[config.mk]
export PLATFORM = sky130hd
export DESIGN_NAME = gpb_gpio
export DESIGN_NICKNAME = d
export VERILOG_FILES = /design/src/gpb_gpio.sv /design/src/gpb_pin_irq.sv
export SDC_FILE = /design/constraint.sdc
export NUM_CORES = 2
export LEC_CHECK = 0
export BUFFER_PORTS_ARGS = -buffer_cell sky130_fd_sc_hd__clkbuf_2
export CORE_AREA = 2 2 672 674
export CTS_CLUSTER_DIAMETER = 50
export DETAILED_ROUTE_END_ITERATION = 16
export DIE_AREA = 0 0 674 676
export MAX_ROUTING_LAYER = met4
export PLACE_DENSITY_LB_ADDON = 0.05
export SLEW_MARGIN = 10
export SYNTH_ARGS = -nofsm -noshare
export SYNTH_HDL_FRONTEND = slang
export SYNTH_SLANG_ARGS = --single-unit
[constraint.sdc]
create_clock -name clk_sys -period 85.5 [get_ports clk_sys]
set_input_delay 17.1 -clock clk_sys [delete_from_list [all_inputs] [get_ports clk_sys]]
set_output_delay 17.1 -clock clk_sys [all_outputs]
set_load 0.005 [all_outputs]
[src/gpb_gpio.sv]
package gpb_pkg;
  localparam int          NUM_PORTS   = 8;
  localparam int          PIN_W       = 8;
  localparam int          MASK_LSB    = 2;
  localparam int          MASK_MSB    = 9;
  localparam int          DATA_LOCS   = 256;
  localparam int          PORT_B      = 1;
  localparam int          PORT_C      = 2;
  localparam int          CONV_PIN    = 4;
  localparam logic [7:0]  DBG_MASK_B  = 8'h80;
  localparam logic [7:0]  DBG_MASK_C  = 8'h0f;
  localparam logic [7:0]  RST_ZERO    = 8'h00;
  localparam logic [7:0]  RST_DR2R    = 8'hff;
  localparam logic [7:0]  ALL_PINS    = 8'hff;
  // Unlock key value is arbitrary
  localparam logic [31:0] LOCK_KEY    = 32'h1ace_b00c;
  // Identification values are arbitrary
  localparam logic [7:0][7:0] PERIPH_ID = 64'h0011_2233_4455_6677;
  localparam logic [3:0][7:0] CELL_ID   = 32'h0a1b_2c3d;

  typedef enum logic [4:0] {
    SEL_DIR   = 5'h00, SEL_IS    = 5'h01, SEL_IBE   = 5'h02, SEL_IEV  = 5'h03,
    SEL_IM    = 5'h04, SEL_RIS   = 5'h05, SEL_MIS   = 5'h06, SEL_ICR  = 5'h07,
    SEL_AFSEL = 5'h08, SEL_DR2R  = 5'h09, SEL_DR4R  = 5'h0a, SEL_DR8R = 5'h0b,
    SEL_ODR   = 5'h0c, SEL_PUR   = 5'h0d, SEL_PDR   = 5'h0e, SEL_SLR  = 5'h0f,
    SEL_DEN   = 5'h10, SEL_LOCK  = 5'h11, SEL_CR    = 5'h12, SEL_PID  = 5'h13,
    SEL_CID   = 5'h14
  } gpb_cfg_sel_t;
endpackage

////////////////////////////////////////////////////////////////////////////////

module gpb_port #(
  parameter logic [7:0] DBG_MASK = 8'h00,
  parameter bit         TRIG_EN  = 1'b0
) (
  // Clock and reset
  input  wire logic                 clk_sys,
  input  wire logic                 rst,
  // Masked data access
  input  wire logic                 dat_wr,
  input  wire logic                 dat_rd,
  input  wire logic [7:0]           dat_addr,
  input  wire logic [7:0]           dat_wdata,
  output logic      [7:0]           dat_rdata,
  // Configuration access
  input  wire logic                 cfg_wr,
  input  wire logic                 cfg_rd,
  input  wire gpb_pkg::gpb_cfg_sel_t cfg_sel,
  input  wire logic [2:0]           cfg_id_idx,
  input  wire logic [31:0]          cfg_wdata,
  output logic      [31:0]          cfg_rdata,
  // Pins
  input  wire logic [7:0]           pin_in,
  output logic      [7:0]           pin_out,
  output logic      [7:0]           pin_oe_n,
  // Peripheral hand-off
  input  wire logic [7:0]           alt_out,
  input  wire logic [7:0]           alt_oe,
  output logic      [7:0]           alt_in,
  // Pad controls
  output logic      [7:0]           pad_den,
  output logic      [7:0]           pad_pur,
  output logic      [7:0]           pad_pdr,
  output logic      [7:0]           pad_odr,
  output logic      [7:0]           pad_slr,
  output logic      [7:0]           pad_dr2,
  output logic      [7:0]           pad_dr4,
  output logic      [7:0]           pad_dr8,
  // Events
  output logic                      irq,
  output logic                      conv_trig
);

  typedef struct packed {
    logic [7:0]  dir;
    logic [7:0]  is;
    logic [7:0]  ibe;
    logic [7:0]  iev;
    logic [7:0]  im;
    logic [7:0]  afsel;
    logic [7:0]  odr;
    logic [7:0]  pur;
    logic [7:0]  pdr;
    logic [7:0]  den;
    logic [7:0]  slr;
    logic [7:0]  dr2;
    logic [7:0]  dr4;
    logic [7:0]  dr8;
    logic [7:0]  cr;
    logic [7:0]  data;
    logic        locked;
    logic [7:0]  dat_rdata;
    logic [31:0] cfg_rdata;
    logic        trig;
    logic        mis_prev;
  } gpb_port_state_t;

  localparam gpb_port_state_t RST_STATE = '{
    dir: gpb_pkg::RST_ZERO, is: gpb_pkg::RST_ZERO, ibe: gpb_pkg::RST_ZERO,
    iev: gpb_pkg::RST_ZERO, im: gpb_pkg::RST_ZERO,
    afsel: DBG_MASK, odr: gpb_pkg::RST_ZERO, pur: DBG_MASK,
    pdr: gpb_pkg::RST_ZERO, den: DBG_MASK, slr: gpb_pkg::RST_ZERO,
    dr2: gpb_pkg::RST_DR2R, dr4: gpb_pkg::RST_ZERO, dr8: gpb_pkg::RST_ZERO,
    cr: ~DBG_MASK, data: gpb_pkg::RST_ZERO, locked: 1'b1,
    dat_rdata: 8'h00, cfg_rdata: 32'h0000_0000, trig: 1'b0, mis_prev: 1'b0
  };

  gpb_port_state_t q;
  gpb_port_state_t d;
  logic [7:0]      sync;
  logic [7:0]      ris;
  logic [7:0]      mis;
  logic [7:0]      clr;
  logic [7:0]      drv_val;
  logic [7:0]      drv_en;
  logic            wr_sel;
  logic [7:0]      commit_ok;

  ////////////////////////////////////////////////////////////////////////////
  // Per-pin synchroniser and trigger detection

  assign wr_sel = cfg_wr && (cfg_sel == gpb_pkg::SEL_ICR);
  // Protected pins need both the unlock and their commit bit
  assign commit_ok = q.cr & ~(DBG_MASK & {8{q.locked}});
  assign clr    = wr_sel ? cfg_wdata[7:0] : 8'h00;

  for (genvar i = 0; i < gpb_pkg::PIN_W; i++)
  begin : g_pin
    gpb_pin_irq u_pin (
      .clk_sys     (clk_sys),
      .rst         (rst),
      .pin_in      (pin_in[i] & q.den[i]),
      .sense_level (q.is[i]),
      .both_edges  (q.ibe[i]),
      .event_high  (q.iev[i]),
      .clr         (clr[i]),
      .pin_sync    (sync[i]),
      .raw         (ris[i])
    );
  end

  assign mis = ris & q.im;
  assign irq = |mis;

  ////////////////////////////////////////////////////////////////////////////
  // Register updates

  always_comb
  begin
    d           = q;
    d.trig      = 1'b0;
    d.mis_prev  = mis[gpb_pkg::CONV_PIN];
    // Input pins keep sampling the pad
    d.data = (q.data & q.dir) | (sync & ~q.dir);
    if (dat_wr)
    begin
      d.data = (d.data & ~(dat_addr & q.dir))
             | (dat_wdata & dat_addr & q.dir);
    end
    if (dat_rd)
    begin
      d.dat_rdata = q.data & dat_addr;
    end
    if (TRIG_EN && mis[gpb_pkg::CONV_PIN] && !q.mis_prev)
    begin
      d.trig = 1'b1;
    end
    if (cfg_wr)
    begin
      if (cfg_sel == gpb_pkg::SEL_DIR)
      begin
        d.dir = cfg_wdata[7:0];
      end
      else if (cfg_sel == gpb_pkg::SEL_IS)
      begin
        d.is = cfg_wdata[7:0];
      end
      else if (cfg_sel == gpb_pkg::SEL_IBE)
      begin
        d.ibe = cfg_wdata[7:0];
      end
      else if (cfg_sel == gpb_pkg::SEL_IEV)
      begin
        d.iev = cfg_wdata[7:0];
      end
      else if (cfg_sel == gpb_pkg::SEL_IM)
      begin
        d.im = cfg_wdata[7:0];
      end
      else if (cfg_sel == gpb_pkg::SEL_AFSEL)
      begin
        // Uncommitted bits keep their value
        d.afsel = (q.afsel & ~commit_ok) | (cfg_wdata[7:0] & commit_ok);
      end
      else if (cfg_sel == gpb_pkg::SEL_DR2R)
      begin
        d.dr2 = cfg_wdata[7:0];
        d.dr4 = q.dr4 & ~cfg_wdata[7:0];
        d.dr8 = q.dr8 & ~cfg_wdata[7:0];
      end
      else if (cfg_sel == gpb_pkg::SEL_DR4R)
      begin
        d.dr4 = cfg_wdata[7:0];
        d.dr2 = q.dr2 & ~cfg_wdata[7:0];
        d.dr8 = q.dr8 & ~cfg_wdata[7:0];
      end
      else if (cfg_sel == gpb_pkg::SEL_DR8R)
      begin
        d.dr8 = cfg_wdata[7:0];
        d.dr2 = q.dr2 & ~cfg_wdata[7:0];
        d.dr4 = q.dr4 & ~cfg_wdata[7:0];
      end
      else if (cfg_sel == gpb_pkg::SEL_ODR)
      begin
        d.odr = cfg_wdata[7:0];
      end
      else if (cfg_sel == gpb_pkg::SEL_PUR)
      begin
        d.pur = cfg_wdata[7:0];
      end
      else if (cfg_sel == gpb_pkg::SEL_PDR)
      begin
        d.pdr = cfg_wdata[7:0];
      end
      else if (cfg_sel == gpb_pkg::SEL_SLR)
      begin
        d.slr = cfg_wdata[7:0];
      end
      else if (cfg_sel == gpb_pkg::SEL_DEN)
      begin
        d.den = cfg_wdata[7:0];
      end
      else if (cfg_sel == gpb_pkg::SEL_LOCK)
      begin
        d.locked = (cfg_wdata != gpb_pkg::LOCK_KEY);
      end
      else if (cfg_sel == gpb_pkg::SEL_CR && !q.locked)
      begin
        // Only debug pins are protected; the rest stay committable
        d.cr = (cfg_wdata[7:0] & DBG_MASK) | ~DBG_MASK;
      end
    end
    if (cfg_rd)
    begin
      d.cfg_rdata = 32'h0000_0000;
      if (cfg_sel == gpb_pkg::SEL_DIR)
      begin
        d.cfg_rdata[7:0] = q.dir;
      end
      else if (cfg_sel == gpb_pkg::SEL_IS)
      begin
        d.cfg_rdata[7:0] = q.is;
      end
      else if (cfg_sel == gpb_pkg::SEL_IBE)
      begin
        d.cfg_rdata[7:0] = q.ibe;
      end
      else if (cfg_sel == gpb_pkg::SEL_IEV)
      begin
        d.cfg_rdata[7:0] = q.iev;
      end
      else if (cfg_sel == gpb_pkg::SEL_IM)
      begin
        d.cfg_rdata[7:0] = q.im;
      end
      else if (cfg_sel == gpb_pkg::SEL_RIS)
      begin
        d.cfg_rdata[7:0] = ris;
      end
      else if (cfg_sel == gpb_pkg::SEL_MIS)
      begin
        d.cfg_rdata[7:0] = mis;
      end
      else if (cfg_sel == gpb_pkg::SEL_AFSEL)
      begin
        d.cfg_rdata[7:0] = q.afsel;
      end
      else if (cfg_sel == gpb_pkg::SEL_DR2R)
      begin
        d.cfg_rdata[7:0] = q.dr2;
      end
      else if (cfg_sel == gpb_pkg::SEL_DR4R)
      begin
        d.cfg_rdata[7:0] = q.dr4;
      end
      else if (cfg_sel == gpb_pkg::SEL_DR8R)
      begin
        d.cfg_rdata[7:0] = q.dr8;
      end
      else if (cfg_sel == gpb_pkg::SEL_ODR)
      begin
        d.cfg_rdata[7:0] = q.odr;
      end
      else if (cfg_sel == gpb_pkg::SEL_PUR)
      begin
        d.cfg_rdata[7:0] = q.pur;
      end
      else if (cfg_sel == gpb_pkg::SEL_PDR)
      begin
        d.cfg_rdata[7:0] = q.pdr;
      end
      else if (cfg_sel == gpb_pkg::SEL_SLR)
      begin
        d.cfg_rdata[7:0] = q.slr;
      end
      else if (cfg_sel == gpb_pkg::SEL_DEN)
      begin
        d.cfg_rdata[7:0] = q.den;
      end
      else if (cfg_sel == gpb_pkg::SEL_LOCK)
      begin
        d.cfg_rdata[0] = q.locked;
      end
      else if (cfg_sel == gpb_pkg::SEL_CR)
      begin
        d.cfg_rdata[7:0] = q.cr;
      end
      else if (cfg_sel == gpb_pkg::SEL_PID)
      begin
        d.cfg_rdata[7:0] = gpb_pkg::PERIPH_ID[cfg_id_idx];
      end
      else if (cfg_sel == gpb_pkg::SEL_CID)
      begin
        d.cfg_rdata[7:0] = gpb_pkg::CELL_ID[cfg_id_idx[1:0]];
      end
    end
  end

  always_ff @(posedge clk_sys or posedge rst)
  begin
    if (rst)
    begin
      q <= RST_STATE;
    end
    else
    begin
      q <= d;
    end
  end

  ////////////////////////////////////////////////////////////////////////////
  // Pad drive

  assign drv_val  = (q.afsel & alt_out) | (~q.afsel & q.data);
  assign drv_en   = ((q.afsel & alt_oe) | (~q.afsel & q.dir)) & q.den;
  // Open drain only pulls low
  assign pin_out  = drv_val & ~q.odr;
  assign pin_oe_n = ~(drv_en & (~q.odr | ~drv_val));
  assign alt_in   = sync;
  assign pad_den  = q.den;
  assign pad_pur  = q.pur;
  assign pad_pdr  = q.pdr;
  assign pad_odr  = q.odr;
  assign pad_slr  = q.slr;
  assign pad_dr2  = q.dr2;
  assign pad_dr4  = q.dr4;
  assign pad_dr8  = q.dr8;
  assign dat_rdata = q.dat_rdata;
  assign cfg_rdata = q.cfg_rdata;
  assign conv_trig = q.trig;
endmodule

////////////////////////////////////////////////////////////////////////////////

module gpb_gpio (
  // Clock and reset
  input  wire logic                                    clk_sys,
  input  wire logic                                    rst,
  // Masked data access, one set per port
  input  wire logic [gpb_pkg::NUM_PORTS-1:0]           dat_wr,
  input  wire logic [gpb_pkg::NUM_PORTS-1:0]           dat_rd,
  input  wire logic [gpb_pkg::NUM_PORTS-1:0][7:0]      dat_addr,
  input  wire logic [gpb_pkg::NUM_PORTS-1:0][7:0]      dat_wdata,
  output logic      [gpb_pkg::NUM_PORTS-1:0][7:0]      dat_rdata,
  // Configuration access
  input  wire logic [gpb_pkg::NUM_PORTS-1:0]           cfg_wr,
  input  wire logic [gpb_pkg::NUM_PORTS-1:0]           cfg_rd,
  input  wire gpb_pkg::gpb_cfg_sel_t                   cfg_sel [gpb_pkg::NUM_PORTS],
  input  wire logic [gpb_pkg::NUM_PORTS-1:0][2:0]      cfg_id_idx,
  input  wire logic [gpb_pkg::NUM_PORTS-1:0][31:0]     cfg_wdata,
  output logic      [gpb_pkg::NUM_PORTS-1:0][31:0]     cfg_rdata,
  // Pins
  input  wire logic [gpb_pkg::NUM_PORTS-1:0][7:0]      pin_in,
  output logic      [gpb_pkg::NUM_PORTS-1:0][7:0]      pin_out,
  output logic      [gpb_pkg::NUM_PORTS-1:0][7:0]      pin_oe_n,
  // Peripheral hand-off
  input  wire logic [gpb_pkg::NUM_PORTS-1:0][7:0]      alt_out,
  input  wire logic [gpb_pkg::NUM_PORTS-1:0][7:0]      alt_oe,
  output logic      [gpb_pkg::NUM_PORTS-1:0][7:0]      alt_in,
  // Pad controls
  output logic      [gpb_pkg::NUM_PORTS-1:0][7:0]      pad_den,
  output logic      [gpb_pkg::NUM_PORTS-1:0][7:0]      pad_pur,
  output logic      [gpb_pkg::NUM_PORTS-1:0][7:0]      pad_pdr,
  output logic      [gpb_pkg::NUM_PORTS-1:0][7:0]      pad_odr,
  output logic      [gpb_pkg::NUM_PORTS-1:0][7:0]      pad_slr,
  output logic      [gpb_pkg::NUM_PORTS-1:0][7:0]      pad_dr2,
  output logic      [gpb_pkg::NUM_PORTS-1:0][7:0]      pad_dr4,
  output logic      [gpb_pkg::NUM_PORTS-1:0][7:0]      pad_dr8,
  // Events
  output logic      [gpb_pkg::NUM_PORTS-1:0]           irq,
  output logic                                         conv_trig
);

  logic [gpb_pkg::NUM_PORTS-1:0] trig;

  for (genvar p = 0; p < gpb_pkg::NUM_PORTS; p++)
  begin : g_port
    localparam logic [7:0] DBG = (p == gpb_pkg::PORT_B) ? gpb_pkg::DBG_MASK_B
                               : (p == gpb_pkg::PORT_C) ? gpb_pkg::DBG_MASK_C
                               : gpb_pkg::RST_ZERO;
    gpb_port #(
      .DBG_MASK (DBG),
      .TRIG_EN  (p == gpb_pkg::PORT_B)
    ) u_port (
      .clk_sys   (clk_sys),
      .rst       (rst),
      .dat_wr    (dat_wr[p]),
      .dat_rd    (dat_rd[p]),
      .dat_addr  (dat_addr[p]),
      .dat_wdata (dat_wdata[p]),
      .dat_rdata (dat_rdata[p]),
      .cfg_wr    (cfg_wr[p]),
      .cfg_rd    (cfg_rd[p]),
      .cfg_sel   (cfg_sel[p]),
      .cfg_id_idx(cfg_id_idx[p]),
      .cfg_wdata (cfg_wdata[p]),
      .cfg_rdata (cfg_rdata[p]),
      .pin_in    (pin_in[p]),
      .pin_out   (pin_out[p]),
      .pin_oe_n  (pin_oe_n[p]),
      .alt_out   (alt_out[p]),
      .alt_oe    (alt_oe[p]),
      .alt_in    (alt_in[p]),
      .pad_den   (pad_den[p]),
      .pad_pur   (pad_pur[p]),
      .pad_pdr   (pad_pdr[p]),
      .pad_odr   (pad_odr[p]),
      .pad_slr   (pad_slr[p]),
      .pad_dr2   (pad_dr2[p]),
      .pad_dr4   (pad_dr4[p]),
      .pad_dr8   (pad_dr8[p]),
      .irq       (irq[p]),
      .conv_trig (trig[p])
    );
  end

  assign conv_trig = |trig;

endmodule

[src/gpb_pin_irq.sv]
module gpb_pin_irq (
  // Clock and reset
  input  wire logic clk_sys,
  input  wire logic rst,
  // Pin and trigger set-up
  input  wire logic pin_in,
  input  wire logic sense_level,
  input  wire logic both_edges,
  input  wire logic event_high,
  input  wire logic clr,
  // Results
  output logic      pin_sync,
  output logic      raw
);

  typedef struct packed {
    logic s1;
    logic s2;
    logic prev;
    logic edge_flag;
  } gpb_pin_state_t;

  gpb_pin_state_t q;
  gpb_pin_state_t d;
  logic           rise;
  logic           fall;
  logic           hit;

  assign rise = q.s2 & ~q.prev;
  assign fall = ~q.s2 & q.prev;
  assign hit  = ~sense_level & (both_edges ? (rise | fall)
                                           : (event_high ? rise : fall));

  always_comb
  begin
    d           = q;
    d.s1        = pin_in;
    d.s2        = q.s1;
    d.prev      = q.s2;
    // Set wins over a clear arriving in the same cycle
    d.edge_flag = hit | (q.edge_flag & ~clr & ~sense_level);
  end

  always_ff @(posedge clk_sys or posedge rst)
  begin
    if (rst)
    begin
      q <= '0;
    end
    else
    begin
      q <= d;
    end
  end

  assign pin_sync = q.s2;
  // Level mode follows the pin, no latch
  assign raw = sense_level ? (q.s2 == event_high) : q.edge_flag;
endmodule

# Yosys cells after proc, flatten, opt, wreduce, memory -nomap -nowiden
# Memory sizes are Yosys's and may differ from the RTL's.
# Index checks and enable logic that the tools add are counted.
[classes] addsub=0 mul=0 div=0 order_cmp=16 n_eq_ne=232 shift=0 mux=425 n_bitwise=1134 reduce_logical=144
[op_table] operator="two-way mux 8 bit" count=184
[op_table] operator="bitwise AND 8 bit" count=150
[op_table] operator="two-way mux 24 bit" count=24
[op_table] operator="inverter 8 bit" count=59
[op_table] operator="bitwise AND 1 bit" count=384
[op_table] operator="inverter 1 bit" count=370
[op_table] operator="OR 8 bit" count=42
[op_table] operator="equality test 5 x 4 -> 1 bit, second input constant" count=64
[op_table] operator="!= test 32 x 29 -> 1 bit, second input constant" count=8
[op_table] operator="two-way mux 1 bit" count=201
[op_table] operator="equality test 5 bit, second input constant" count=40
[op_table] operator="equality test 5 x 3 -> 1 bit, second input constant" count=32
[op_table] operator="binary-select mux 8 bit (select 2 bit)" count=8
[op_table] operator="OR 1 bit" count=128
[op_table] operator="AND reduction 16 bit" count=8
[op_table] operator="AND reduction 15 bit" count=8
[op_table] operator="AND reduction 14 bit" count=8
[op_table] operator="AND reduction 13 bit" count=8
[op_table] operator="AND reduction 12 bit" count=8
[op_table] operator="AND reduction 11 bit" count=8
[op_table] operator="equality test 5 x 2 -> 1 bit, second input constant" count=16
[op_table] operator="equality test 1 bit" count=64
[op_table] operator="AND reduction 8 bit" count=8
[op_table] operator="OR reduction 8 bit" count=8
[op_table] operator="16 further kinds" count=113
[word_totals] regBits=1359 latchBits=0 ramBits=0 romBits=512 out_inout_bits=1033 elab_cells=2363 memories=8
[memory_table] name="(name not given)" depth=8 word_bits=8 read_ports=1 rd_ports_with_merged_regs=0 write_ports=0 line_no="gpb_gpio.sv:321" text="d.cfg_rdata[7:0] = gpb_pkg::PERIPH_ID[cfg_id_idx];"
[memory_table] name="(name not given)" depth=8 word_bits=8 read_ports=1 rd_ports_with_merged_regs=0 write_ports=0 line_no="gpb_gpio.sv:321"
[memory_table] name="(name not given)" depth=8 word_bits=8 read_ports=1 rd_ports_with_merged_regs=0 write_ports=0 line_no="gpb_gpio.sv:321"
[memory_table] name="(name not given)" depth=8 word_bits=8 read_ports=1 rd_ports_with_merged_regs=0 write_ports=0 line_no="gpb_gpio.sv:321"
[memory_table] name="(name not given)" depth=8 word_bits=8 read_ports=1 rd_ports_with_merged_regs=0 write_ports=0 line_no="gpb_gpio.sv:321"
[memory_table] name="(name not given)" depth=8 word_bits=8 read_ports=1 rd_ports_with_merged_regs=0 write_ports=0 line_no="gpb_gpio.sv:321"
[memory_table] name="2 more memories"

# Longest topological paths before layout
[logic_depth] word_depth=22 mapped_depth=10 ltp_nobuf=7

# Modules after synthesis
# From an unflattened synthesis, not the netlist that was laid out.
[hier_totals] hier_cells=8225 area_unflattened_um2=81131.6
[by_module_without_submodules] mod="gpb_port at g_port[3].u_port ..." instances=5 cells_each=907 area_per_inst_um2=8554.5
[by_module_without_submodules] mod="gpb_pin_irq" instances=64 cells_each=16 area_per_inst_um2=195.2
[by_module_without_submodules] mod="gpb_port at g_port[2].u_port" instances=1 cells_each=875 area_per_inst_um2=8759.7
[by_module_without_submodules] mod="gpb_port at g_port[1].u_port" instances=1 cells_each=889 area_per_inst_um2=8694.6
[by_module_without_submodules] mod="gpb_port at g_port[0].u_port" instances=1 cells_each=899 area_per_inst_um2=8396.8
[by_module_without_submodules] mod="gpb_gpio" instances=1 cells_each=3 area_per_inst_um2=16.3

# Least setup slack after synthesis
# Ideal clock, no wire load.
[synth_timing] path_type="input to output" from="in alt_oe[0] (netlist bit)" to="out pin_oe_n[0] (netlist bit)" t_arrival_ns=17.443 setup_slack_ns=50.957 path_stages=2 n_path_buf=0 cell_sequence="mux2_2 o211ai_1"
[synth_lines] element="start, declared" line_no="gpb_gpio.sv:389" text="input wire logic [gpb_pkg::NUM_PORTS-1:0][7:0] alt_oe,"
[synth_lines] element="end, declared" line_no="gpb_gpio.sv:386" text="output logic [gpb_pkg::NUM_PORTS-1:0][7:0] pin_oe_n,"

==> results.md <==
- Status: complete, no violations
- Static Leak: 43.4 nW
- Synth area leaders: dfrtp_1, mux2_2, buf_4, a21oi_1, dfstp_2
- Max FFs per register: 457
- Seq/Total Area, Yosys: 43.3%
- Worst Hold Launch: g_port[2].u_port.g_pin[1].u_pin.d[2]$_DFF_PP0_
- Crit-path max FO: 2
- Max Slew Vio Count: 0
- Hold Vio Cnt, Final: 0
- # DRC: 0
- VDD IR max: 12.3 uV
- Post-route cell area: 0.0981 sq mm
- Clock Pin Slew Worst Setup and Hold Paths: 0.05 ns
- H-tree depth: 5
- Comb pwr share: 17.8%
- Synth top area share: 40.4%
- WL/cell: 29.7 um
- Pre-CTS setup slack: 49.82 ns
- Fmax: 28.2 MHz
- RSZ-0062 raised after global routing: false
- Initial Util: 17.6%
- CORE AREA: 0.448 sq mm
- Ys Warns: 0
- Placed insts: 14.4k
- Commonest cells after routing, fill and taps aside: clkbuf_2, dfrtp_1, mux2_2, nand2_1, a21oi_1
- Fin cells: 15.0k
- Die X-Extent: 674 um
- Worst path depth: 4
- Critical path required time: 68.40 ns
- Skew-Pair Late Insertion Delay: 0.91 ns
- Die area: 0.456 sq mm
- R2r startpoint: g_port[1].u_port.pad_den[6]$_DFFE_PP0P_
- Yosys cell types: 106
- Clk network pwr share: 47.8%
- Tmin final: 35.41 ns
- Layout Skew: 0.0305 ns
- Highest routed layer: met4
- I/O Buffers: 1,514
- GP Congestion: 0.880
- Gate count after technology mapping: 7,979
- Critical Path AT: 18.31 ns
- Floorplan die height: 676 um
- Largest Register: g_port.u_port.q
- Grt ovf: 0
- Synth-to-layout area growth: 24.5%
- Worst reg2reg path depth: 7
- Total power: 2.72 mW
- Layout cell share with drive strength beyond 1: 34.7%
- Synth Register Bits: 1,359
- Worst setup margin: 50.09 ns
- Post-synth EDFFs: 0
- Initial antenna violation count: 59
- Layout net count: 9,585
- Power density over the cells: 27.7 mW/mm^2
- Placement Cell Area: 0.0869 sq mm
- Most common cell after layout, fill and taps aside: clkbuf_2
- Via density: 4.35
- CTS tree: done
- Sw Pwr: 892 uW
- Max_slew headroom: 20.0%
- Largest area contributor in the netlist: dfrtp_1
- Hold Crit Class: flip-flop to flip-flop
- CP max-delay cell: o211ai_1
- Hold path depth: 0
- Vias in the first global route: 67.3k
- Routed wire length: 446,000 um
- Final Cycle Share: 41.4%
- First-pass GRT wire length: 603,000 um
- CP Launch Type: input pin
- Met2 WL post-DR: 229,000 um
- Buf/Inv on CP: 2
- Clock sinks: 1,359
- Top Ports: 1,707
- Via count: 65.4k
- Main flop type after synthesis: dfrtp_1
- Number of max-cap violations: 0
- Post-Syn Area per Cell: 9.88 sq um
- Gates resized, CTS repair: 0
- Post-DP HPWL: 343,000 um
- Flop pwr share: 34.4%
- CP Cell Sequence: clkbuf_2, mux2i_1, o211ai_1, clkbuf_2
- Antenna-violating nets left: 0
- Least-Margin Pin Slew: 1.19 ns
- Hold_ws: 0.332 ns
- 1st-pass router iterations: 6
- # rows: 246
- Sw frac: 32.9%
- Core Util, Final: 21.9%
- Crit end category: output pin
- Iter 0 DRT Violations: 4,044
- Top Registers: g_port.u_port.q x457, g_port.u_port.g_pin.u_pin.q x128
- Largest net degree at the start of global routing: 150
- Setup bufs post-CTS: 0
- Kind of critical path: input pin to output pin
- Root buf cell: clkbuf_16
- Wl on met1: 183,000 um
- Top Family by Delay on Critical Path: compound AO/OA/AOI/OAI gates
- Cts bufs inserted: 317
- Setup TNS: 0 ns
- Critical Path Start: alt_out[12]
- Slowest cell delay on critical path: 0.69 ns
- Mapped Area: 0.0788 sq mm
- Met3 wire len: 19,400 um
- GRT Util Overall: 19.4%
- Internal: 1.82 mW
- Post-CTS Hold Buffers: 0
- CP dominant cell by count: clkbuf_2
- CTS Buffer Depth: 4
- Final setup violation count: 0
- FFs w/ async S/R, synth: 100%
worst paths after layout:
| kind | to | slack [ns] |
|---|---|---|
| max in group asynchronous | g_port[6].u_port.pad_odr[1]$_DFFE_PP0P_ | 64.58 |
| min in group asynchronous | g_port[2].u_port.pad_slr[2]$_DFFE_PP0P_ | 16.29 |
| min reg2reg | g_port[2].u_port.g_pin[1].u_pin.pin_sync$_DFF_PP0_ | 0.33 |
| max reg2reg | g_port[1].u_port.cfg_rdata[6]$_DFFE_PP0P_ | 82.68 |
| max | pin_oe_n[12] | 50.09 |
| min | g_port[2].u_port.g_pin[1].u_pin.pin_sync$_DFF_PP0_ | 0.33 |
metal layers:
layer,up-vias,global-route usage [%]
met5,-,-
met4,0,5.75
met3,543,2.93
met2,2056,34.1
met1,33700,22.8
li1,29100,-
power by group through the flow:
stage | combinational [mW] | sequential, mW | clock [mW]
finish | 0.483 | 0.935 | 1.30
detailed placement | 0.499 | 0.952 | 0
global route | 0.531 | 0.954 | 1.37
CTS | 0.501 | 0.942 | 1.34
global placement | 0.499 | 0.950 | 0
floorplan | 0.335 | 0.850 | 0
synth_stat cells (15+ instances only):
master	number
inv_1	340
o211ai_1	98
a32oi_1	22
buf_1	29
or2_2	17
xnor2_1	63
nand2_1	543
a22o_1	177
o22ai_1	87
and2_1	94
and3_1	25
nor3b_1	19
a22oi_1	56
nor4b_1	20
nand3_1	202
buf_2	121
nor3_2	15
a221o_1	16
buf_4	918
or3_1	17
mux2_2	792
dfstp_2	87
o21ai_0	456
o31ai_1	15
o221ai_1	21
nor4_1	32
nor2_1	469
ha_1	128
clkbuf_1	262
a21o_1	18
nand2b_1	65
a211oi_1	98
a32o_1	23
a31oi_1	41
mux2i_1	209
nand4_1	33
dfrtp_1	1272
nor3_1	84
nor2b_1	172
a21oi_1	486
o21a_1	17
a221oi_1	43
cell type report:
class                      count  area (sq um)
tap                         5952          7450
fill                       49000        350000
clock inverter               178          2470
inverter                     342          1290
timing repair buffer        1628          8470
sequential                  1359         34100
multi-input combinational   5135         35500
clock buffer                 403          8670
antenna                       28          70.1
cell families (layout without fill, tap and decap cells):
| family | Yosys count | in the layout | synth area share [%] |
|---|---|---|---|
| compound gates | 1829 | 1829 | 15.1 |
| xor+xnor | 66 | 66 | 0.734 |
| fa+ha+maj | 128 | 128 | 2.03 |
| buf+inv | 1676 | 2551 | 12.6 |
| flops | 1359 | 1359 | 43.3 |
| mux | 1006 | 1006 | 14.1 |
| other cells | 1 | 220 | 0.00476 |
| simple gates | 1914 | 1914 | 12.2 |
(Power assumes the default switching activity.)
